--- config.mk ---
export PLATFORM = sky130hd
export DESIGN_NAME = tpsl_core
export DESIGN_NICKNAME = d
export VERILOG_FILES = /design/src/rtl/tpsl_core.v /design/src/rtl/tpsl_stamp_mem.v
export VERILOG_INCLUDE_DIRS = /design/src /design/src/rtl
export SDC_FILE = /design/constraint.sdc
export NUM_CORES = 2
export LEC_CHECK = 0
export BUFFER_PORTS_ARGS = -buffer_cell sky130_fd_sc_hd__buf_2
export CAP_MARGIN = 20
export CORE_ASPECT_RATIO = 0.75
export CORE_MARGIN = 4
export CORE_UTILIZATION = 50
export DETAILED_ROUTE_END_ITERATION = 6
export PLACE_DENSITY = 0.73
export REMOVE_ABC_BUFFERS = 1
export SLEW_MARGIN = 10
export SYNTH_ARGS = -nofsm -noshare
export SYNTH_HDL_FRONTEND = slang
export SYNTH_SLANG_ARGS = --single-unit
--- constraint.sdc ---
create_clock -name mclk -period 28.1 [get_ports mclk]
set_input_delay 1.405 -clock mclk [delete_from_list [all_inputs] [get_ports mclk]]
set_output_delay 1.405 -clock mclk [all_outputs]
set_load 0.005 [all_outputs]
--- src/rtl/tpsl_map.vh ---
// Register offsets, field positions, reset values and timing counts
// Assumes a 10 MHz mclk and word-aligned AHB-Lite byte addresses
`ifndef TPSL_MAP_VH
`define TPSL_MAP_VH

// Register byte offsets
`define TPSL_OFS_CTRL 12'h04c
`define TPSL_OFS_STAMP_LO 12'h0a4
`define TPSL_OFS_STAMP_HI 12'h0a8
`define TPSL_OFS_TIME_LO 12'h0c0
`define TPSL_OFS_TIME_HI 12'h0c4
`define TPSL_OFS_TRIG_LO 12'h0d0
`define TPSL_OFS_TRIG_HI 12'h0d4
`define TPSL_OFS_HALF_LO 12'h0f0
`define TPSL_OFS_HALF_HI 12'h0f4
`define TPSL_OFS_ROUTE 12'h200

// Reset values
`define TPSL_CTRL_RESET 32'h00000000
`define TPSL_ROUTE_RESET 32'h00430059

// Control bit positions
`define TPSL_CTL_EVENT 0
`define TPSL_CTL_TRIG 2
`define TPSL_CTL_PER_EN 4
`define TPSL_CTL_PER_OE 6
`define TPSL_CTL_PER_INIT 8
`define TPSL_CTL_PER_FORCE 9
`define TPSL_CTL_TRIG_OE 15
`define TPSL_CTL_TRIG_START 16

// Trigger compare upper word fields
`define TPSL_TRIG_SEC_MSB 19
`define TPSL_TRIG_LVL_LSB 20
`define TPSL_TRIG_LVL_MSB 21
`define TPSL_LVL_LOW 2'h0
`define TPSL_LVL_HIGH 2'h1

// Event source field of the routing register
`define TPSL_SRC_LSB 16
`define TPSL_SRC_MSB 19
`define TPSL_SRC_PIN 4'h3
`define TPSL_SRC_TRIG 4'h4
`define TPSL_SRC_PERIOD 4'h5

// Time base
`define TPSL_CLK_PERIOD_NS 32'h00000064
`define TPSL_NS_PER_SEC 32'h3b9aca00
`define TPSL_FRAC_BITS 16
`define TPSL_STEP_LIN ({32'h00000000, `TPSL_CLK_PERIOD_NS} << `TPSL_FRAC_BITS)
`define TPSL_SYNC_STAGES 3

// Stamp queue
`define TPSL_FIFO_DEPTH 5'h10
`define TPSL_FIFO_AW 4
`define TPSL_STAMP_W 64

`endif

--- src/rtl/tpsl_core.v ---
// Trigger compare, period generator, event routing and stamp queue
// Assumes one AHB-Lite master, a 10 MHz mclk and synchronous reset
//
// Notes on behaviour
// - First trigger match starts the armed generator; it then runs freely.
// - Full output period is twice the programmed half-period.
// - Compare holds ns low, seconds [19:0] and firing level [21:20] high.
// - Control 0x00018054 sets trigger, generator, output, low start, armed start.
// - Control 0x00018055 adds stamp capture on event input zero.
// - At firing the output shows the initial level without an edge.
// - First toggle falls within half-period plus one step; low start rises.
// - Later toggles scheduled from exact time, lateness never accumulates.
// - Trigger fires within one step after the compare time.
// - Routing register loops trigger or period output to event input.
// - Routing resets to 0x00430059; 0x00450059 loops period to event input.
// - Event input passes three sync stages before stamping.
// - Only rising edges of the event input are stamped.
// - Stamp reads at 0x0a4 low and 0x0a8 high, low first.
// - Trigger fires only when time is at or past the compare time.
// - Event input zero queues up to sixteen stamps.
// - Reading an empty queue returns a zero pair.
//
// The AHB-Lite slave port is this design's own decision.
`timescale 1ns/1ps
`include "tpsl_map.vh"

module tpsl_core (
	// Clock and reset
	input wire mclk,
	input wire reset,
	input wire ce,
	// AHB-Lite slave
	input wire hsel,
	input wire [31:0] haddr,
	input wire [1:0] htrans,
	input wire hwrite,
	input wire [2:0] hsize,
	input wire [31:0] hwdata,
	input wire hready,
	output reg hreadyout,
	output reg hresp,
	output reg [31:0] hrdata,
	// Event pins
	input wire captureInZero,
	output reg compareOutZero,
	output reg squareOutZero
);

	localparam P_IDLE = 3'b001;
	localparam P_WAIT = 3'b010;
	localparam P_RUN = 3'b100;

	// Seconds and nanoseconds to linear fixed-point time
	function [63:0] toLinear;
		input [19:0] sec;
		input [31:0] ns;
		reg [63:0] tmp;
		begin
			tmp = {44'h0, sec} * {32'h0, `TPSL_NS_PER_SEC} + {32'h0, ns};
			toLinear = {tmp[47:0], 16'h0000};
		end
	endfunction

	// Event source selection
	function srcLevel;
		input [3:0] sel;
		input pin;
		input trig;
		input per;
		begin
			case (sel)
				`TPSL_SRC_TRIG: srcLevel = trig;
				`TPSL_SRC_PERIOD: srcLevel = per;
				default: srcLevel = pin;
			endcase
		end
	endfunction

	// Hardware time
	reg [31:0] timeSec;
	reg [31:0] timeNs;
	reg [63:0] linTime;
	// Registers
	reg [31:0] ctrl;
	reg [31:0] route;
	reg [31:0] trigLow;
	reg [63:0] trigCmp;
	reg trigArmed;
	reg [31:0] halfLow;
	reg [63:0] halfPeriod;
	reg [31:0] timeHold;
	reg [31:0] stampHold;
	// Bus state
	reg busPend;
	reg busWrite;
	reg busInRange;
	reg [11:0] busAddr;
	// Period generator
	reg [2:0] perState;
	reg perLevel;
	reg [63:0] nextEdge;
	reg [2:0] next_perState;
	reg next_perLevel;
	reg [63:0] next_nextEdge;
	// Event path
	reg [`TPSL_SYNC_STAGES-1:0] evSync;
	reg evPrev;
	reg [`TPSL_FIFO_AW-1:0] wrPtr;
	reg [`TPSL_FIFO_AW-1:0] rdPtr;
	reg [4:0] fifoCount;
	reg headOk;
	wire [`TPSL_STAMP_W-1:0] headData;
	reg [31:0] readValue;

	wire accept = hsel & htrans[1] & hready & hreadyout;
	wire doWrite = busPend & busWrite & busInRange;
	wire doRead = busPend & ~busWrite & busInRange;
	wire trigFire;
	wire stampPush;
	wire stampPop;
	wire [63:0] cmpLin = toLinear(trigCmp[51:32], trigCmp[31:0]);
	wire nsWrap = (timeNs + `TPSL_CLK_PERIOD_NS) >= `TPSL_NS_PER_SEC;
	wire evLevel = srcLevel(route[`TPSL_SRC_MSB:`TPSL_SRC_LSB], captureInZero,
		compareOutZero, squareOutZero);

	assign trigFire = ctrl[`TPSL_CTL_TRIG] & trigArmed &
		({timeSec, timeNs} >= {12'h000, trigCmp[51:32], trigCmp[31:0]});
	assign stampPush = ctrl[`TPSL_CTL_EVENT] & evSync[`TPSL_SYNC_STAGES-1] & ~evPrev &
		(fifoCount != `TPSL_FIFO_DEPTH);
	assign stampPop = doRead & (busAddr == `TPSL_OFS_STAMP_LO) & headOk;

	// Read multiplexer
	always @* begin
		readValue = 32'h00000000;
		case (busAddr)
			`TPSL_OFS_CTRL: readValue = ctrl;
			`TPSL_OFS_STAMP_LO: readValue = headOk ? headData[31:0] : 32'h00000000;
			`TPSL_OFS_STAMP_HI: readValue = stampHold;
			`TPSL_OFS_TIME_LO: readValue = timeNs;
			`TPSL_OFS_TIME_HI: readValue = timeHold;
			`TPSL_OFS_TRIG_LO: readValue = trigLow;
			`TPSL_OFS_TRIG_HI: readValue = trigCmp[63:32];
			`TPSL_OFS_HALF_LO: readValue = halfLow;
			`TPSL_OFS_HALF_HI: readValue = halfPeriod[63:32];
			`TPSL_OFS_ROUTE: readValue = route;
			default: readValue = 32'h00000000;
		endcase
	end

	// Period generator next state
	always @* begin
		next_perState = perState;
		next_perLevel = perLevel;
		next_nextEdge = nextEdge;
		case (perState)
			P_IDLE: begin
				next_perLevel = ctrl[`TPSL_CTL_PER_FORCE];
				if (ctrl[`TPSL_CTL_PER_EN]) begin
					next_perLevel = ctrl[`TPSL_CTL_PER_INIT];
					if (ctrl[`TPSL_CTL_TRIG_START]) begin
						next_perState = P_WAIT;
					end else begin
						next_perState = P_RUN;
						next_nextEdge = linTime + halfPeriod;
					end
				end
			end
			P_WAIT: begin
				if (trigFire) begin
					next_perState = P_RUN;
					next_nextEdge = cmpLin + halfPeriod;
				end
			end
			P_RUN: begin
				if (linTime >= nextEdge) begin
					next_perLevel = ~perLevel;
					next_nextEdge = nextEdge + halfPeriod;
				end
			end
			default: next_perState = P_IDLE;
		endcase
		if (!ctrl[`TPSL_CTL_PER_EN]) begin
			next_perState = P_IDLE;
			next_perLevel = ctrl[`TPSL_CTL_PER_FORCE];
		end
	end

	// Time base and period generator state
	always @(posedge mclk) begin
		if (reset) begin
			timeSec <= 32'h00000000;
			timeNs <= 32'h00000000;
			linTime <= 64'h0000000000000000;
			perState <= P_IDLE;
			perLevel <= 1'b0;
			nextEdge <= 64'h0000000000000000;
			squareOutZero <= 1'b0;
		end else if (ce) begin
			linTime <= linTime + `TPSL_STEP_LIN;
			if (nsWrap) begin
				timeNs <= timeNs + `TPSL_CLK_PERIOD_NS - `TPSL_NS_PER_SEC;
				timeSec <= timeSec + 32'h00000001;
			end else begin
				timeNs <= timeNs + `TPSL_CLK_PERIOD_NS;
			end
			perState <= next_perState;
			perLevel <= next_perLevel;
			nextEdge <= next_nextEdge;
			squareOutZero <= next_perLevel & ctrl[`TPSL_CTL_PER_OE];
		end
	end

	// Trigger output
	always @(posedge mclk) begin
		if (reset) begin
			compareOutZero <= 1'b0;
		end else if (ce) begin
			if (trigFire) begin
				case (trigCmp[`TPSL_TRIG_LVL_MSB+32:`TPSL_TRIG_LVL_LSB+32])
					`TPSL_LVL_LOW: compareOutZero <= 1'b0;
					`TPSL_LVL_HIGH: compareOutZero <= 1'b1;
					default: compareOutZero <= ~compareOutZero;
				endcase
			end
		end
	end

	// AHB-Lite slave and registers
	always @(posedge mclk) begin
		if (reset) begin
			hreadyout <= 1'b1;
			hresp <= 1'b0;
			hrdata <= 32'h00000000;
			busPend <= 1'b0;
			busWrite <= 1'b0;
			busInRange <= 1'b0;
			busAddr <= 12'h000;
			ctrl <= `TPSL_CTRL_RESET;
			route <= `TPSL_ROUTE_RESET;
			trigLow <= 32'h00000000;
			trigCmp <= 64'h0000000000000000;
			trigArmed <= 1'b0;
			halfLow <= 32'h00000000;
			halfPeriod <= 64'h0000000000000000;
			timeHold <= 32'h00000000;
			stampHold <= 32'h00000000;
		end else if (ce) begin
			busPend <= accept;
			if (accept) begin
				hreadyout <= 1'b0;
				busWrite <= hwrite;
				busAddr <= {haddr[11:2], 2'b00};
				busInRange <= (haddr[31:12] == 20'h00000) & (haddr[1:0] == 2'b00) &
					(hsize == 3'b010);
			end else if (busPend) begin
				hreadyout <= 1'b1;
				hrdata <= doRead ? readValue : 32'h00000000;
			end
			if (trigFire) begin
				trigArmed <= 1'b0;
			end
			if (doWrite) begin
				case (busAddr)
					`TPSL_OFS_CTRL: ctrl <= hwdata;
					`TPSL_OFS_TRIG_LO: trigLow <= hwdata;
					`TPSL_OFS_TRIG_HI: begin
						trigCmp <= {hwdata, trigLow};
						trigArmed <= 1'b1;
					end
					`TPSL_OFS_HALF_LO: halfLow <= hwdata;
					`TPSL_OFS_HALF_HI: halfPeriod <= {hwdata, halfLow};
					`TPSL_OFS_ROUTE: route <= hwdata;
					default: ctrl <= ctrl;
				endcase
			end
			if (doRead && busAddr == `TPSL_OFS_STAMP_LO) begin
				stampHold <= headOk ? headData[63:32] : 32'h00000000;
			end
			if (doRead && busAddr == `TPSL_OFS_TIME_LO) begin
				timeHold <= timeSec;
			end
		end
	end

	// Event synchroniser and stamp queue pointers
	always @(posedge mclk) begin
		if (reset) begin
			evSync <= {`TPSL_SYNC_STAGES{1'b0}};
			evPrev <= 1'b0;
			wrPtr <= {`TPSL_FIFO_AW{1'b0}};
			rdPtr <= {`TPSL_FIFO_AW{1'b0}};
			fifoCount <= 5'h00;
			headOk <= 1'b0;
		end else if (ce) begin
			evSync <= {evSync[`TPSL_SYNC_STAGES-2:0], evLevel};
			evPrev <= evSync[`TPSL_SYNC_STAGES-1];
			if (stampPush) begin
				wrPtr <= wrPtr + 4'h1;
			end
			if (stampPop) begin
				rdPtr <= rdPtr + 4'h1;
			end
			if (stampPush && !stampPop) begin
				fifoCount <= fifoCount + 5'h01;
			end else if (stampPop && !stampPush) begin
				fifoCount <= fifoCount - 5'h01;
			end
			headOk <= (fifoCount != 5'h00) & ~stampPop;
		end
	end

	tpsl_stamp_mem stampStore (
		.mclk(mclk),
		.ce(ce),
		.wrEn(stampPush),
		.wrAddr(wrPtr),
		.wrData({timeSec, timeNs}),
		.rdAddr(rdPtr),
		.rdData(headData)
	);

endmodule

--- src/rtl/tpsl_stamp_mem.v ---
// Sixteen-entry timestamp store with registered read data
// Assumes the owner keeps pointers and never writes a full queue
`timescale 1ns/1ps
`include "tpsl_map.vh"

module tpsl_stamp_mem (
	// Clock
	input wire mclk,
	input wire ce,
	// Write side
	input wire wrEn,
	input wire [`TPSL_FIFO_AW-1:0] wrAddr,
	input wire [`TPSL_STAMP_W-1:0] wrData,
	// Read side
	input wire [`TPSL_FIFO_AW-1:0] rdAddr,
	output reg [`TPSL_STAMP_W-1:0] rdData
);

	reg [`TPSL_STAMP_W-1:0] store [0:15];

	always @(posedge mclk) begin
		if (ce) begin
			if (wrEn) begin
				store[wrAddr] <= wrData;
			end
			rdData <= store[rdAddr];
		end
	end

endmodule

-- Word-level counts from Yosys, hierarchy flattened
Memory sizes are Yosys's and may differ from the RTL's. A register that Yosys moved wholly into a read port is not among the register bits.
Cells that the tools add are included.
- output and inout port bits: 36
- register bits after elaboration: 583
- input bits: 76
- memories kept: 1
- memory bits (writable): 1024
- add/subtract/negate cells: 12
- equality and inequality tests: 24
- magnitude comparators: 3
- multiply operators: 1
- multiplexer cells: 29
- reduce and logical (&&, ||, !) cells: 31
- bitwise operators: 24
- memory list (memory ; depth ; width ; read ports ; clocked after Yosys merged registers in ; wr ports ; RTL line ; text):
    stampStore.store ; 16 ; 64 ; 1 ; 1 ; 1 ; tpsl_stamp_mem.v:19 ; reg [`TPSL_STAMP_W-1:0] store [0:15];
- operators by type and width (cell ; count):
    one-hot mux 32 bit (10 select lines) ; 1
    two-way mux 64 bit ; 4
    adder 64 bit ; 3
    one-hot mux 64 bit (3 select lines) ; 1
    two-way mux 32 bit ; 4
    equality test 10 x 6 -> 1 bit (second input constant) ; 8
    adder 64 x 23 -> 64 bit (second input constant) ; 1
    >= comparator 64 x 52 -> 1 bit ; 1
    >= comparator 64 bit ; 1
    adder 48 x 32 -> 48 bit ; 1
    multiplier 20 x 21 -> 39 bit (second input constant) ; 1
    adder 32 x 1 -> 32 bit (second input constant) ; 1
    adder 32 x 7 -> 32 bit (second input constant) ; 1
    >= comparator 32 x 30 -> 1 bit (second input constant) ; 1
    subtractor 32 x 30 -> 32 bit (second input constant) ; 1
    AND reduction 3 bit ; 8
    zero test 20 bit ; 1
    bitwise AND 1 bit ; 18
    AND reduction 2 bit ; 9
    equality test 10 x 5 -> 1 bit (second input constant) ; 1
    equality test 10 x 8 -> 1 bit (second input constant) ; 1
    two-way mux 1 bit ; 10
    two-way mux 5 bit ; 2
    != test 2 bit (second input constant) ; 5
    21 further kinds ; 39

-- Longest topological paths before layout
- depth after elaboration: 9
- depth in mapped cells: 44

-- Cells and area by module
Synthesis repeated with hierarchy kept, for this count alone.
- cell total of the unflattened synthesis: 7433
- area total of the unflattened synthesis: 85682.2 um2
- modules (own cells, without submodules) (module ; times used ; area an instance (um2) ; cells an instance ; sequential area each (um2)):
    tpsl_core ; 1 ; 45454.8 ; 5785 ; 11270.8
    tpsl_stamp_mem ; 1 ; 40227.3 ; 1648 ; 32671.3

-- Worst setup path after synthesis
Ideal clock, no wire load.
- path kind: reg2reg
- start: reg trigCmp[41]
- end: reg nextEdge[60]
- arrival: 9.448 ns
- path slack: 18.562 ns
- cell stages (with the launch flop): 41
- path buffers: 1
- cell sequence: dfxtp_1 inv_1 ha_1 inv_1 fa_1 inv_1 fa_1 fa_1 inv_1 fa_1 fa_1 inv_1 fa_1 inv_1 ha_1 clkbuf_1 and3_1 and4_1 [... 5 more ...] nand3_1 a21oi_1 a2111oi_0 nor2b_1 o21a_1 nand2_1 xor2_1 ha_1 a21o_1 a21o_1 a21o_1 a21o_1 a21oi_1 o21ai_0 a21oi_1 xor2_1 o221a_2 a311oi_1
- longest elaborated chain between the ends: 5
- elaborated cells on any way between the ends: 9
- those cells by class: add/sub: 2; mul: 1; order compare: 1; eq/ne: 1; mux: 2; bitwise: 1; reduce/logical: 1
- ends and longest elaborated chain (item ; RTL line ; text):
    start: declaration ; tpsl_core.v:87 ; reg [63:0] trigCmp;
    start signal: assignment ; tpsl_core.v:267 ; trigCmp <= {hwdata, trigLow};
    multiplier 20 x 21 -> 39 bit ; tpsl_core.v:59 ; tmp = {44'h0, sec} * {32'h0, `TPSL_NS_PER_SEC} + {32'h0, ns};
    adder 48 x 32 -> 48 bit ; tpsl_core.v:59 ;
    adder 64 bit ; tpsl_core.v:171 ; next_nextEdge = cmpLin + halfPeriod;
    two-way mux 64 bit ; tpsl_core.v:169 ; if (trigFire) begin
    one-hot mux 64 bit (3 select lines) ; tpsl_core.v:155 ; case (perState)
    end signal: assignment ; tpsl_core.v:208 ; nextEdge <= next_nextEdge;
    end: declaration ; tpsl_core.v:101 ; reg [63:0] nextEdge;
Parallel ways exist; a longest one is shown, timed or not. The select of a mux whose other input is x is not followed.
A chain may end at the register's enable or synchronous reset.

-- Worst setup path in the final report
- start: reg trigCmp[35]
- end: reg nextEdge[60]
The elaborated chain is that of the path after synthesis.

==> metrics.txt <==
Final Cycle Share roughly 40%; wire length on met1 a little over 100000 um; worst min path class register to register; main combinational cell family by area after synthesis compound AO/OA/AOI/OAI gates; Hold Crit Depth 2; die width ~480 um; WL final 263000 um; CORE AREA roughly 170000 um^2; Power Total a little under 5 mW; layout cells sized above 1 12.1%; vias in the first global route between 50000 and 60000; via count between 60000 and 70000; crit start category register; Detailed Routing Iterations Pass 1 7; first-pass GRT wire length 389000 um; leading post-synthesis cells by cell area edfxtp_1 37%, dfxtp_1 13%, mux4_2 8.3%; Layout Utilization 55.5%; register area share after synthesis between 50% and 60%; synthesized area per cell about 12 um^2; failing checks design-rule violations; Synth cell types around 100; Reg2Reg Depth 39; DR vias/cell 6.38; WL/cell approximately 27 um; crit path max fanout 8; number of flops mapped to enable cells by yosys around 1100; starting density of the core between 50% and 60%; status complete, but fails checks; Worst-Margin Slew between 1000 and 1500 ps; H-tree levels 4; Post-CTS Setup Repair Bufs 0; critical path data arrival time about 12000 ps; hpwl dp 174000 um; filler cell count approximately 14000; FMAX ~89 MHz; # IOs 112; FP Rows between 100 and 150; Max Slew Vio Count 0; asr flop ratio synth 0%; kind of critical path register to register; CTS tree built; Final min period 11230 ps; Reg clk slew, reported paths 60 ps; final worst clock skew 52.4 ps; largest net degree at the start of global routing 137; metal3 WL between 30000 and 40000 um; Max stage delay on crit path 680 ps; DRC 1; Synth Flop Type edfxtp_1; Clk Latency, worst-skew pair between 700 and 800 ps; die extent in y between 300 and 400 um; Setup TNS 0 ps; flops & latches, synth roughly 1600; final antenna-violating net count 0; Pleak approximately 35 nW; routed wl met2 115000 um; area delta synth->final 10.2%; Simple-Gate Fraction of Synth Area 10.2%; Synth Area in XOR/XNOR roughly 3.4%; Synth Area in Compound Gates 12.2%; multiplexer share of the synthesized area under 10%; most frequent cells in the layout 1054 x edfxtp_1, 919 x nand2_1, 678 x a21oi_1, 558 x dfxtp_1, 488 x ha_1; fin cells between 9000 and 10000; Mapped Cells 7256; Crit path required time 28790 ps; clock buffer depth 3; Reg area ~43000 um^2; Final #Nets 7991; Peak VDD IR 0.0606 mV; # port buffers between 100 and 150; post-synth top area share 37.5%; cell area after synthesis around 84000 um^2; routability cong. about 1; PwrDens roughly 53 nW/um^2; area of the multi-input gates 38800 um^2; max-cap violations 0; GRT Util Overall 29.6%; largest area contributor in the netlist edfxtp_1; clock buffer count from CTS between 150 and 200; die area 176000 um^2; Placed Instances 9343; commonest non-fill, non-tap cell in the layout edfxtp_1; RSZ-0062 raised after global routing false; highest metal used met5; clk sink count around 1600; CP Capture Type register; slowest CP cell dfxtp_1; Post-CTS Resized 0; grt total ovfl 0; endpoints failing setup 0; initial antenna violation count 13; pre-CTS setup slack around 17000 ps; Post-Synth Adder-Cell Area about 11%; Slew headroom 15.7%; 1st-iter DRT viols 8754; CTS Hold Bufs 0; CTS root buffer clkbuf_16; post-route setup slack 16870 ps; Synth Warn # 0; final hold vios 0
[per-layer routing]
metal | vias up | track usage [%]
met2 | 3774 | 44.0
met4 | 2 | 13.7
li1 | 26900 | -
met3 | 601 | 6.72
met5 | - | 0
met1 | 30300 | 41.6
[power breakdown]
part | switching (mW) | internal (mW)
Clock | 0.966 | 1.28
Combinational | 0.0778 | 0.0324
Sequential | 0.0161 | 2.52
Total | 1.06 | 3.83
[cell type report]
cell class	instances	share of cell area, %
multi-input cells	4874	41.7
clock buffers	184	4.43
diodes	8	0.0215
repair buffers	233	1.75
well taps	2244	3.02
inverters	381	1.54
clock inverters	101	1.43
flip-flops and latches	1617	46.1
[worst max-delay path, delay by kind of cell, from the launching register on]
| kind | cells | cell delay [ps] |
|---|---|---|
| buffers and inverters | 4 | 520 |
| adder cells (fa/ha/maj) | 10 | 4320 |
| flip-flops | 1 | 680 |
| AO/OA/AOI/OAI | 16 | 4090 |
| XOR/XNOR | 4 | 720 |
| AND/OR/NAND/NOR | 5 | 760 |
[sequential cells by signal, summed over array words and instances, names as in the netlist, 46 cells and up]
signal             flops
nextEdge              64
linTime               46
halfPeriod            64
trigCmp               64
stampStore.rdData     62
stampStore.store     992
[synth_stat cells, types with 43 or more instances]
| cell type | count |
|---|---|
| buf_1 | 43 |
| a22oi_1 | 96 |
| ha_1 | 488 |
| nand2_1 | 922 |
| a21o_1 | 122 |
| nand4_1 | 79 |
| and3_1 | 43 |
| nor2_1 | 419 |
| dfxtp_1 | 563 |
| mux4_2 | 310 |
| clkbuf_1 | 318 |
| nor3_1 | 87 |
| nand3_1 | 145 |
| fa_1 | 165 |
| o21ai_0 | 204 |
| edfxtp_1 | 1054 |
| xnor2_1 | 180 |
| xor2_1 | 143 |
| a211oi_1 | 72 |
| a221oi_1 | 47 |
| a21oi_1 | 678 |
| inv_1 | 381 |
[stage by stage]
| stage | hold WS [ps] | cell area (um^2) |
|---|---|---|
| 2_1_floorplan | 425 | 82900 |
| 6_report | 449 | 93100 |
| 4_1_cts | 452 | 92900 |
| 3_5_place_dp | 444 | 87500 |
| 5_1_grt | 468 | 93100 |
| 3_3_place_gp | 437 | 87400 |
[final timing paths]
check                 endpoint        start  slack, ps
setup / recovery  nextEdge[60]  trigCmp[35]      16870
hold / removal     trigCmp[58]  trigCmp[58]        450
setup reg to reg  nextEdge[60]  trigCmp[35]      16870
hold reg to reg    trigCmp[58]  trigCmp[58]        450
[cell families after synthesis]
family,after synthesis
fa+ha+maj,653
other cells,1
buf+inv,765
mux,353
simple gates,1932
flops,1617
compound gates,1611
xor+xnor,324
Power figures use the tool's default switching activity.
